==> src/logic/mvtc_cfg.svh <==
// Purpose: offsets, field positions, reset values and counts for the
//          mixer volume and tone control register bank
// Assumes: 32-bit classic wishbone, byte address = 4 * register index
// Notes:   registers are addressed by index; byte addresses derive from it
`ifndef MVTC_CFG_SVH
`define MVTC_CFG_SVH

`define MVTC_IDX_MIXER_VOL   8'h11
`define MVTC_IDX_TONE_CTRL   8'h12
`define MVTC_IDX_FEAT_CTRL   8'h1F
`define MVTC_ADDR_W          8
`define MVTC_ADDR(idx)       ({(idx), 2'b00})

`define MVTC_RST_MIXER_VOL   16'hFF00
`define MVTC_RST_TONE_CTRL   16'h0000
`define MVTC_RST_FEAT_CTRL   1'b0

// mixer volume fields
`define MVTC_MIX2_MSB        15
`define MVTC_MIX2_LSB        8
`define MVTC_MIX1_MSB        7
`define MVTC_MIX1_LSB        0
// tone control fields
`define MVTC_MODE_MSB        15
`define MVTC_MODE_LSB        14
`define MVTC_TREB_L_MSB      13
`define MVTC_TREB_L_LSB      12
`define MVTC_BASS_L_MSB      11
`define MVTC_BASS_L_LSB      8
`define MVTC_RES_OFF_BIT     7
`define MVTC_RES_LOAD_BIT    6
`define MVTC_TREB_R_MSB      5
`define MVTC_TREB_R_LSB      4
`define MVTC_BASS_R_MSB      3
`define MVTC_BASS_R_LSB      0
// feature control field
`define MVTC_BASS_SEL_BIT    0

// attenuation breakpoints, codes and quarter-dB units
`define MVTC_SEG1_CODE       8'hB8
`define MVTC_SEG2_CODE       8'hD4
`define MVTC_SEG3_CODE       8'hDC
`define MVTC_MUTE_CODE       8'hE4
`define MVTC_SEG1_BASE       9'h0B8
`define MVTC_SEG2_BASE       9'h0F0
`define MVTC_SEG3_BASE       9'h108

// tone limits in dB
`define MVTC_BASS_CAP_MIN    5'h12
`define MVTC_BASS_CAP_MAX    5'h18

`define MVTC_COEF_LOAD_CYC   16

`endif

==> src/logic/mvtc_pkg.sv <==
// Purpose: types shared by the mixer volume and tone control bank
// Assumes: nothing
// Notes:   gains in whole dB, attenuation in quarter-dB steps
package mvtc_pkg;

    typedef enum logic [1:0] {
        MVTC_SET_FLAT = 2'b00,
        MVTC_SET_MIN  = 2'b01,
        MVTC_SET_MAX  = 2'b11
    } mvtc_set_t;

    typedef struct packed {
        logic       mute;
        logic [8:0] atten_qdb;
    } mvtc_atten_t;

    typedef struct packed {
        logic [4:0] treble_l;
        logic [4:0] treble_r;
        logic [4:0] bass_l;
        logic [4:0] bass_r;
        logic       resonant_en;
    } mvtc_tone_t;

endpackage : mvtc_pkg

==> src/logic/mvtc_regs.sv <==
// Purpose: mixer volume and tone control registers with gain decoding
// Assumes: classic wishbone slave, 32-bit data, one clock, sync reset
// Notes:   decoded gains are registered and follow a write by one cycle
//
// Notes on behaviour
// - upper byte is channel 2 mixer code
// - lower byte channel 1, same mapping
// - quarter dB per code from 0 dB
// - -46,-50,-60,-72 dB points, mute from E4
// - mode picks flat, minimum or maximum set
// - left treble 0..6 dB, flat gives 0
// - bass-select copies left treble to right
// - right treble uses the same mapping
// - left bass boost from mode set
// - right bass boost from mode set
// - bass 2 dB per code, caps 18/24
// - disable bit set turns resonant boost off
// - loading bit high while coefficient loads
// - bass boost only when bass-select is 0
//
// Added by the designer: the Wishbone interface to the registers.
`timescale 1ns/10ps
`include "mvtc_cfg.svh"
module mvtc_regs #(
    parameter int COEF_LOAD_CYC = `MVTC_COEF_LOAD_CYC
) (
    input  wire logic                     clk_i,
    input  wire logic                     rst_i,
    input  wire logic                     wb_cyc_i,
    input  wire logic                     wb_stb_i,
    input  wire logic                     wb_we_i,
    input  wire logic [`MVTC_ADDR_W-1:0]  wb_adr_i,
    input  wire logic [3:0]               wb_sel_i,
    input  wire logic [31:0]              wb_dat_i,
    output logic      [31:0]              wb_dat_o,
    output logic                          wb_ack_o,
    output mvtc_pkg::mvtc_atten_t         mix_ch1_o,
    output mvtc_pkg::mvtc_atten_t         mix_ch2_o,
    output mvtc_pkg::mvtc_tone_t          tone_o,
    output logic                          resonant_load_o
);
    localparam logic [`MVTC_ADDR_W-1:0] ADR_MIXER =
        `MVTC_ADDR_W'(`MVTC_ADDR(`MVTC_IDX_MIXER_VOL));
    localparam logic [`MVTC_ADDR_W-1:0] ADR_TONE =
        `MVTC_ADDR_W'(`MVTC_ADDR(`MVTC_IDX_TONE_CTRL));
    localparam logic [`MVTC_ADDR_W-1:0] ADR_FEAT =
        `MVTC_ADDR_W'(`MVTC_ADDR(`MVTC_IDX_FEAT_CTRL));
    localparam logic [7:0] LOAD_CYC = 8'(COEF_LOAD_CYC);

    logic [15:0]           mixer_vol_q;
    logic [15:0]           tone_ctrl_q;
    logic                  bass_sel_q;
    logic [7:0]            load_cnt_q;
    logic                  ack_q;
    logic [31:0]           rdata_q;
    logic                  req;
    logic                  wr_stb;
    logic                  resonant_coef_loading;
    logic [7:0]            mixer_vol_ch1;
    logic [7:0]            mixer_vol_ch2;
    logic [1:0]            treble_left;
    logic [1:0]            treble_right;
    logic [3:0]            bass_boost_left;
    logic [3:0]            bass_boost_right;
    logic                  resonant_boost_disable;
    mvtc_pkg::mvtc_set_t   set_sel;
    mvtc_pkg::mvtc_tone_t  tone_d;
    mvtc_pkg::mvtc_atten_t mix_atten [2];

    // ---------------- wishbone slave ----------------
    // one wait state: ack one cycle after the request, dropped next cycle
    assign req    = wb_cyc_i && wb_stb_i && !ack_q;
    assign wr_stb = req && wb_we_i;

    always_ff @(posedge clk_i) begin
        if (rst_i) begin
            ack_q <= 1'b0;
        end else begin
            ack_q <= req;
        end
    end
    assign wb_ack_o = ack_q;

    always_ff @(posedge clk_i) begin
        if (rst_i) begin
            mixer_vol_q <= `MVTC_RST_MIXER_VOL;
        end else if (wr_stb && wb_adr_i == ADR_MIXER) begin
            if (wb_sel_i[0]) begin
                mixer_vol_q[7:0] <= wb_dat_i[7:0];
            end
            if (wb_sel_i[1]) begin
                mixer_vol_q[15:8] <= wb_dat_i[15:8];
            end
        end
    end

    // loading bit is hardware status; software writes to it are dropped
    always_ff @(posedge clk_i) begin
        if (rst_i) begin
            tone_ctrl_q <= `MVTC_RST_TONE_CTRL;
        end else if (wr_stb && wb_adr_i == ADR_TONE) begin
            if (wb_sel_i[0]) begin
                tone_ctrl_q[7:0] <= {wb_dat_i[7], 1'b0, wb_dat_i[5:0]};
            end
            if (wb_sel_i[1]) begin
                tone_ctrl_q[15:8] <= wb_dat_i[15:8];
            end
        end
    end

    always_ff @(posedge clk_i) begin
        if (rst_i) begin
            bass_sel_q <= `MVTC_RST_FEAT_CTRL;
        end else if (wr_stb && wb_adr_i == ADR_FEAT && wb_sel_i[0]) begin
            bass_sel_q <= wb_dat_i[`MVTC_BASS_SEL_BIT];
        end
    end

    // unmapped addresses are acked, read zero and ignore writes
    always_ff @(posedge clk_i) begin
        if (rst_i) begin
            rdata_q <= '0;
        end else if (req && !wb_we_i) begin
            case (wb_adr_i)
                ADR_MIXER: begin
                    rdata_q <= {16'h0000, mixer_vol_q};
                end
                ADR_TONE: begin
                    rdata_q <= {16'h0000, tone_ctrl_q[15:7],
                                resonant_coef_loading, tone_ctrl_q[5:0]};
                end
                ADR_FEAT: begin
                    rdata_q <= {31'h00000000, bass_sel_q};
                end
                default: begin
                    rdata_q <= '0;
                end
            endcase
        end
    end
    assign wb_dat_o = rdata_q;

    // ---------------- field extraction ----------------
    assign mixer_vol_ch2 = mixer_vol_q[`MVTC_MIX2_MSB:`MVTC_MIX2_LSB];
    assign mixer_vol_ch1 = mixer_vol_q[`MVTC_MIX1_MSB:`MVTC_MIX1_LSB];
    assign treble_left      = tone_ctrl_q[`MVTC_TREB_L_MSB:`MVTC_TREB_L_LSB];
    assign treble_right     = tone_ctrl_q[`MVTC_TREB_R_MSB:`MVTC_TREB_R_LSB];
    assign bass_boost_left  = tone_ctrl_q[`MVTC_BASS_L_MSB:`MVTC_BASS_L_LSB];
    assign bass_boost_right = tone_ctrl_q[`MVTC_BASS_R_MSB:`MVTC_BASS_R_LSB];
    assign resonant_boost_disable = tone_ctrl_q[`MVTC_RES_OFF_BIT];

    // ---------------- mixer attenuation ----------------
    // both channels share one decoder design so the mapping cannot drift
    generate
        for (genvar ch = 0; ch < 2; ch++) begin : g_mix
            mvtc_atten_dec u_dec (
                .clk_i  (clk_i),
                .rst_i  (rst_i),
                .code_i (ch == 0 ? mixer_vol_ch1 : mixer_vol_ch2),
                .atten_o(mix_atten[ch])
            );
        end
    endgenerate
    assign mix_ch1_o = mix_atten[0];
    assign mix_ch2_o = mix_atten[1];

    // ---------------- tone decoding ----------------
    always_comb begin
        case (tone_ctrl_q[`MVTC_MODE_MSB:`MVTC_MODE_LSB])
            2'b00: begin
                set_sel = mvtc_pkg::MVTC_SET_FLAT;
            end
            2'b11: begin
                set_sel = mvtc_pkg::MVTC_SET_MAX;
            end
            default: begin
                set_sel = mvtc_pkg::MVTC_SET_MIN;
            end
        endcase
    end

    function automatic logic [4:0] treble_db(input mvtc_pkg::mvtc_set_t s,
                                             input logic [1:0] c);
        treble_db = (s == mvtc_pkg::MVTC_SET_FLAT) ? 5'h00 : {2'b00, c, 1'b0};
    endfunction : treble_db

    function automatic logic [4:0] bass_db(input mvtc_pkg::mvtc_set_t s,
                                           input logic [3:0] c);
        logic [4:0] raw;
        raw = {c, 1'b0};
        case (s)
            mvtc_pkg::MVTC_SET_MIN: begin
                bass_db = (raw > `MVTC_BASS_CAP_MIN) ? `MVTC_BASS_CAP_MIN : raw;
            end
            mvtc_pkg::MVTC_SET_MAX: begin
                bass_db = (raw > `MVTC_BASS_CAP_MAX) ? `MVTC_BASS_CAP_MAX : raw;
            end
            default: begin
                bass_db = 5'h00;
            end
        endcase
    endfunction : bass_db

    always_comb begin
        tone_d          = '0;
        tone_d.treble_l = treble_db(set_sel, treble_left);
        // bass-select makes the right channel follow the left treble
        tone_d.treble_r = treble_db(set_sel,
                                    bass_sel_q ? treble_left : treble_right);
        if (!bass_sel_q) begin
            tone_d.bass_l = bass_db(set_sel, bass_boost_left);
            tone_d.bass_r = bass_db(set_sel, bass_boost_right);
        end
        tone_d.resonant_en = !resonant_boost_disable;
    end

    always_ff @(posedge clk_i) begin
        if (rst_i) begin
            tone_o <= '0;
        end else begin
            tone_o <= tone_d;
        end
    end

    // ---------------- resonant coefficient load ----------------
    // every tone control write with byte lane 0 or 1 selected reloads the coefficient; a new write
    // during a load restarts it so the filter never sees a stale value
    always_ff @(posedge clk_i) begin
        if (rst_i) begin
            load_cnt_q <= 8'h00;
        end else if (wr_stb && wb_adr_i == ADR_TONE && |wb_sel_i[1:0]) begin
            load_cnt_q <= LOAD_CYC;
        end else if (load_cnt_q != 8'h00) begin
            load_cnt_q <= load_cnt_q - 8'h01;
        end
    end
    assign resonant_coef_loading = (load_cnt_q != 8'h00);
    assign resonant_load_o       = resonant_coef_loading;

    // ---------------- checks ----------------
    wb_ack_pulse_a: assert property (@(posedge clk_i) disable iff (rst_i)
        (wb_cyc_i && wb_stb_i && !wb_ack_o) |=> wb_ack_o ##1 !wb_ack_o)
        else $error("ack not a single pulse after request");

    ch2_upper_a: assert property (@(posedge clk_i) disable iff (rst_i)
        (mixer_vol_q[15:8] == 8'h00)
            |=> mix_ch2_o.atten_qdb == 9'h000 && !mix_ch2_o.mute)
        else $error("channel 2 code zero not 0 dB");

    ch2_mute_a: assert property (@(posedge clk_i) disable iff (rst_i)
        (mixer_vol_ch2 >= `MVTC_MUTE_CODE) |=> mix_ch2_o.mute)
        else $error("channel 2 mute code did not mute");

    seg_one_a: assert property (@(posedge clk_i) disable iff (rst_i)
        (mixer_vol_ch2 == 8'hC0) |=> mix_ch2_o.atten_qdb == 9'h0C8)
        else $error("code C0 not -50 dB");

    ch1_lower_a: assert property (@(posedge clk_i) disable iff (rst_i)
        (mixer_vol_ch1 < `MVTC_SEG1_CODE)
            |=> mix_ch1_o.atten_qdb == {1'b0, $past(mixer_vol_ch1)})
        else $error("channel 1 lower byte mapping wrong");

    quarter_step_a: assert property (@(posedge clk_i) disable iff (rst_i)
        (mixer_vol_ch2 < `MVTC_SEG1_CODE)
            |=> mix_ch2_o.atten_qdb == {1'b0, $past(mixer_vol_ch2)} && !mix_ch2_o.mute)
        else $error("quarter dB step wrong");

    end_points_a: assert property (@(posedge clk_i) disable iff (rst_i)
        (mixer_vol_ch1 == 8'hE0) |=> mix_ch1_o.atten_qdb == 9'h120 && !mix_ch1_o.mute)
        else $error("code E0 not -72 dB");

    mute_range_a: assert property (@(posedge clk_i) disable iff (rst_i)
        (mixer_vol_ch1 >= `MVTC_MUTE_CODE) |=> mix_ch1_o.mute)
        else $error("mute code did not mute");

    mid_points_a: assert property (@(posedge clk_i) disable iff (rst_i)
        (mixer_vol_ch2 == 8'hD4) |=> mix_ch2_o.atten_qdb == 9'h0F0)
        else $error("code D4 not -60 dB");

    interp_step_a: assert property (@(posedge clk_i) disable iff (rst_i)
        (mixer_vol_ch1 == 8'hD8) |=> mix_ch1_o.atten_qdb == 9'h0FC)
        else $error("code D8 not -63 dB");

    flat_set_a: assert property (@(posedge clk_i) disable iff (rst_i)
        (tone_ctrl_q[15:14] == 2'b00)
            |=> tone_o.treble_l == 5'h00 && tone_o.bass_l == 5'h00
                && tone_o.bass_r == 5'h00)
        else $error("flat set not flat");

    treble_map_a: assert property (@(posedge clk_i) disable iff (rst_i)
        (tone_ctrl_q[15:14] != 2'b00)
            |=> tone_o.treble_l == {2'b00, $past(treble_left), 1'b0})
        else $error("left treble mapping wrong");

    treble_copy_a: assert property (@(posedge clk_i) disable iff (rst_i)
        bass_sel_q |=> tone_o.treble_r == tone_o.treble_l)
        else $error("right treble not following left");

    treble_right_a: assert property (@(posedge clk_i) disable iff (rst_i)
        (!bass_sel_q && tone_ctrl_q[15:14] != 2'b00)
            |=> tone_o.treble_r == {2'b00, $past(treble_right), 1'b0})
        else $error("right treble mapping wrong");

    bass_min_cap_a: assert property (@(posedge clk_i) disable iff (rst_i)
        (!bass_sel_q && tone_ctrl_q[15:14] == 2'b01 && bass_boost_left >= 4'h9)
            |=> tone_o.bass_l == 5'h12)
        else $error("minimum set bass cap wrong");

    mode_two_min_a: assert property (@(posedge clk_i) disable iff (rst_i)
        (!bass_sel_q && tone_ctrl_q[15:14] == 2'b10 && bass_boost_right >= 4'h9)
            |=> tone_o.bass_r == 5'h12)
        else $error("mode 10 not the minimum set");

    bass_max_a: assert property (@(posedge clk_i) disable iff (rst_i)
        (!bass_sel_q && tone_ctrl_q[15:14] == 2'b11 && bass_boost_left < 4'hC)
            |=> tone_o.bass_l == {$past(bass_boost_left), 1'b0})
        else $error("maximum set left bass wrong");

    bass_right_a: assert property (@(posedge clk_i) disable iff (rst_i)
        (!bass_sel_q && tone_ctrl_q[15:14] == 2'b11 && bass_boost_right >= 4'hC)
            |=> tone_o.bass_r == 5'h18)
        else $error("maximum set right bass cap wrong");

    bass_gate_a: assert property (@(posedge clk_i) disable iff (rst_i)
        bass_sel_q |=> tone_o.bass_l == 5'h00 && tone_o.bass_r == 5'h00)
        else $error("bass boost applied with bass-select set");

    resonant_en_a: assert property (@(posedge clk_i) disable iff (rst_i)
        1'b1 |=> tone_o.resonant_en == !$past(resonant_boost_disable))
        else $error("resonant enable not inverse of disable bit");

    coef_load_a: assert property (@(posedge clk_i) disable iff (rst_i)
        (wr_stb && wb_adr_i == ADR_TONE && wb_sel_i[0])
            |=> resonant_load_o [*4])
        else $error("loading bit not held after tone write");

    // a fresh write on the last count restarts the load instead
    load_done_a: assert property (@(posedge clk_i) disable iff (rst_i)
        (load_cnt_q == 8'h01 && !(wr_stb && wb_adr_i == ADR_TONE))
            |=> !resonant_load_o)
        else $error("loading bit not cleared after load");

endmodule : mvtc_regs

==> src/logic/mvtc_atten_dec.sv <==
// Purpose: turn one mixer volume code into attenuation and mute
// Assumes: code is stable register content on clk_i
// Notes:   output registered, one cycle behind the code
`timescale 1ns/10ps
`include "mvtc_cfg.svh"
module mvtc_atten_dec (
    input  wire logic                 clk_i,
    input  wire logic                 rst_i,
    input  wire logic [7:0]           code_i,
    output mvtc_pkg::mvtc_atten_t     atten_o
);
    mvtc_pkg::mvtc_atten_t atten_d;
    logic [8:0]            off;

    always_comb begin
        off     = {1'b0, code_i};
        atten_d = '0;
        if (code_i >= `MVTC_MUTE_CODE) begin
            atten_d.mute      = 1'b1;
            atten_d.atten_qdb = 9'h1FF;
        end else if (code_i >= `MVTC_SEG3_CODE) begin
            // 1.5 dB per code; codes past -72 dB keep this slope
            off               = {1'b0, code_i - `MVTC_SEG3_CODE};
            atten_d.atten_qdb = 9'(`MVTC_SEG3_BASE + 6 * off);
        end else if (code_i >= `MVTC_SEG2_CODE) begin
            off               = {1'b0, code_i - `MVTC_SEG2_CODE};
            atten_d.atten_qdb = 9'(`MVTC_SEG2_BASE + 3 * off);
        end else if (code_i >= `MVTC_SEG1_CODE) begin
            // 0.5 dB per code, -46 dB at the segment start
            off               = {1'b0, code_i - `MVTC_SEG1_CODE};
            atten_d.atten_qdb = 9'(`MVTC_SEG1_BASE + 2 * off);
        end else begin
            atten_d.atten_qdb = {1'b0, code_i};
        end
    end

    always_ff @(posedge clk_i) begin
        if (rst_i) begin
            atten_o <= '0;
        end else begin
            atten_o <= atten_d;
        end
    end

endmodule : mvtc_atten_dec

==> config.mk <==
export PLATFORM = sky130hd
export DESIGN_NAME = mvtc_regs
export DESIGN_NICKNAME = d
export VERILOG_FILES = /design/src/logic/mvtc_pkg.sv /design/src/logic/mvtc_regs.sv /design/src/logic/mvtc_atten_dec.sv
export VERILOG_INCLUDE_DIRS = /design/src /design/src/logic
export SDC_FILE = /design/constraint.sdc
export NUM_CORES = 1
export LEC_CHECK = 0
export BUFFER_PORTS_ARGS = -buffer_cell sky130_fd_sc_hd__buf_4
export CAP_MARGIN = 15
export CORE_ASPECT_RATIO = 0.6
export CORE_MARGIN = 2
export CORE_UTILIZATION = 56
export CTS_CLUSTER_DIAMETER = 30
export DETAILED_ROUTE_END_ITERATION = 8
export GPL_ROUTABILITY_DRIVEN = 0
export HOLD_SLACK_MARGIN = 0.03
export PLACE_DENSITY = 0.77
export SETUP_SLACK_MARGIN = 0.4
export SLEW_MARGIN = 30
export SYNTH_ARGS = -nofsm -noshare
export SYNTH_HDL_FRONTEND = slang
export SYNTH_SLANG_ARGS = --single-unit
==> constraint.sdc <==
create_clock -name clk_i -period 3.4 [get_ports clk_i]
set_input_delay 0.17 -clock clk_i [delete_from_list [all_inputs] [get_ports clk_i]]
set_output_delay 0.17 -clock clk_i [all_outputs]
set_load 0.05 [all_outputs]
==> impl_results.md <==
- PD cells: 393.5 nW/um^2
- Clock skew: 0.007432 ns
- Average size of a mapped cell: 8.557 um^2
- CP Launch Point: mixer_vol_q[12]
- Initial antenna violation count: 0
- Synth Register Bits: 90
- Netlist cell types: 61
- Die Height: 85.03 um
- Final period utilization: 85.05%
- Setup crit end: g_mix[1].u_dec.atten_o[8]
- Max Root-Sink Buffers: 2
- Nets: 892
- Worst slew pin tran: 0.7983 ns
- Startpoint Class: flop
- HP Start: wb_dat_i[11]
- R2R Setup Slk: 0.51 ns
- Synth Warn #: 0
- Die area: 11820 um^2
- I/O pin count: 124
- Crit path time final: 2.892 ns
- Final hold vios: 0
- Worst Setup End Kind: flop
- CORE AREA: 10600 um^2
- Area Growth Syn to Fin: 17.85%
- Post-Syn Instances: 716
- Post-synth ARST share: 0%
- Status: complete, no violations
- Post-synth EDFFs: 0
- Most frequent cells in the layout: buf_4, dfxtp_1, nor2_1
- Post-Syn Area: 6127 um^2
- H-tree depth: 3
- Clock Tree Root: clkbuf_16
- Worst-case reg-to-reg path depth: 11
- Global Route Usage Sum: 26.72%
- Drt initial violations: 484
- Setup TNS: 0 ns
- CTS tree: yes
- Port Buffers: 81
- Origin of the critical flop-to-flop path: mixer_vol_q[12]
- Post-CTS setup repair buffer count: 0
- DRC: 0
- Die W: 139.0 um
- Slew headroom: 46.78%
- PnR worst setup slack: 0.5084 ns
- Most common cell after layout, fill and taps aside: buf_4
- Vias in the first global route: 5107
- Row count: 29
- Clk_lat worst skew: 0.34 ns
- Top_reg_cell synth: dfxtp_1
- Peak supply drop: 0.0002965 V
- Initial Util: 57.83%
- Finished Cell Area: 7221 um^2
- Average wire per standard cell: 17.69 um
- Fillcell total: 854
- Diodes inserted: 0
- Final Max Tran Viols: 0
- RR Endpoint: g_mix[1].u_dec.atten_o[8]
- HPWL after detailed placement: 12080 um
- TritonCTS Buffers: 9
- Sink Count: 90
- Cell Area, Placed: 6787 um^2
- Via density per instance: 5.989
- Vias: 5570
- Max-Cap Viols: 0
- Leakage: 3.111 nW
- Hold/Removal Path Class: in -> reg
- Clock-pin transition on the worst setup and hold timing paths: 0.07 ns
- Placement Setup Slack: 0.2108 ns
- Critical Path RT: 3.59 ns
- RSZ-0062 raised after global routing: true
- Seq/Total Area, Yosys: 29.41%
- Critical setup path kind: reg -> reg
- Share of post-route cells with drive strength above 1: 18.20%
- Endpoints failing setup: 0
- Grt ovf: 0
- Crit path DAT: 3.08 ns
- Final wirelength: 16460 um
- First-pass GRT wire length: 25810 um
- Drt first pass iters: 6
- ANT nets after route: 0
- Peak fanout along the critical path: 10
- Largest net degree at the start of global routing: 77
- Max Freq: 345.8 MHz
==> synth_stat cells, types with 13 or more instances <==
cell type   n  area, um^2
nor2_1     80       300.3
nor2b_1    13       81.33
clkbuf_1   26       97.59
ha_1       53       663.1
nand2_1    41       153.9
o21ai_0    21       105.1
dfxtp_1    90        1802
a211oi_1   25       187.7
a22oi_1    15       112.6
a21oi_1    33       165.2
buf_4      27       202.7
mux2i_1    35       350.3
inv_1      44       165.2
xnor2_1    30       262.8
==> where the power goes <==
group | internal (W) | switching (W)
Sequential | 0.00111 | 0.0000503
Clock | 0.000749 | 0.000445
Combinational | 0.000164 | 0.000319
Total | 0.00203 | 0.000814
==> sequential cells by signal (all words and copies together) (netlist names) <==
signal	flops
tone_o	13
mixer_vol_q	16
g_mix.u_dec.atten_o	20
wb_dat_o	16
load_cnt_q	8
bass_sel_q	1
tone_ctrl_q	15
wb_ack_o	1
==> area by class of cell <==
cell class / count / area (um^2) / area share (%)
multi-input cells: 544 / 3991 / 55.28
flip-flops and latches: 90 / 1804 / 24.99
repair buffers: 97 / 728.2 / 10.08
clock buffers: 10 / 239.0 / 3.310
well taps: 139 / 173.9 / 2.409
inverters: 44 / 165.2 / 2.287
clock inverters: 6 / 118.9 / 1.646
==> cell families (layout without fill, tap and decap cells) <==
| group | after synthesis | in the layout | share of synthesized area (%) |
|---|---|---|---|
| AOI/OAI and AO/OA | 168 | 168 | 18.79 |
| and+or+nand+nor | 212 | 212 | 18.07 |
| DFF | 90 | 90 | 29.41 |
| xor gates and xnor gates | 44 | 44 | 6.739 |
| adders and majority gates | 57 | 57 | 12.13 |
| muxes | 39 | 39 | 6.453 |
| other | 1 | 24 | 0.06120 |
| buffers and inverters | 105 | 157 | 8.352 |
==> routing by layer <==
metal | vias up | routed length (um) | global-route usage [%]
met5 | - | 0 | 0
met2 | 286 | 6937 | 40.26
li1 | 2649 | - | -
met1 | 2622 | 7803 | 39.52
met3 | 13 | 1584 | 6.377
met4 | 0 | 130 | 4.591
==> timing repair <==
action	CTS	global route
pin swaps	0	1
gates resized for setup	4	16
hold buffers	0	0
setup endpoints to repair	5	7
==> stage by stage <==
stage               instances  util, %  hold WS [ns]  total power [W]
floorplan                 739        -        0.2878         0.001571
global placement          914    64.05        0.3881         0.001639
detailed placement        914    64.05        0.3929         0.001662
CTS                       930    67.52       0.03803         0.002849
global route              930    68.15       0.03072         0.002940
finish                    930    68.15       0.04215         0.002842
==> worst min path at each step <==
stage                      end  slack (ns)  depth (start not counted)
2_1_floorplan  mixer_vol_q[10]        0.29                          1
3_3_place_gp   mixer_vol_q[15]        0.39                          2
3_5_place_dp   mixer_vol_q[11]        0.39                          2
4_1_cts        mixer_vol_q[11]        0.04                          2
5_1_grt        mixer_vol_q[11]        0.03                          2
6_report       mixer_vol_q[11]        0.04                          2
==> worst max-delay path: stages (launching register included) <==
cell and delay (ns):
dfxtp_2 0.39, buf_4 0.18, ha_1 0.26, a211oi_2 0.24, nor2_1 0.08, xnor2_1 0.13
ha_1 0.31, ha_1 0.34, a21o_1 0.20, or3_1 0.31, a31oi_1 0.21, a211oi_1 0.07
Power figures use the tool's default switching activity.
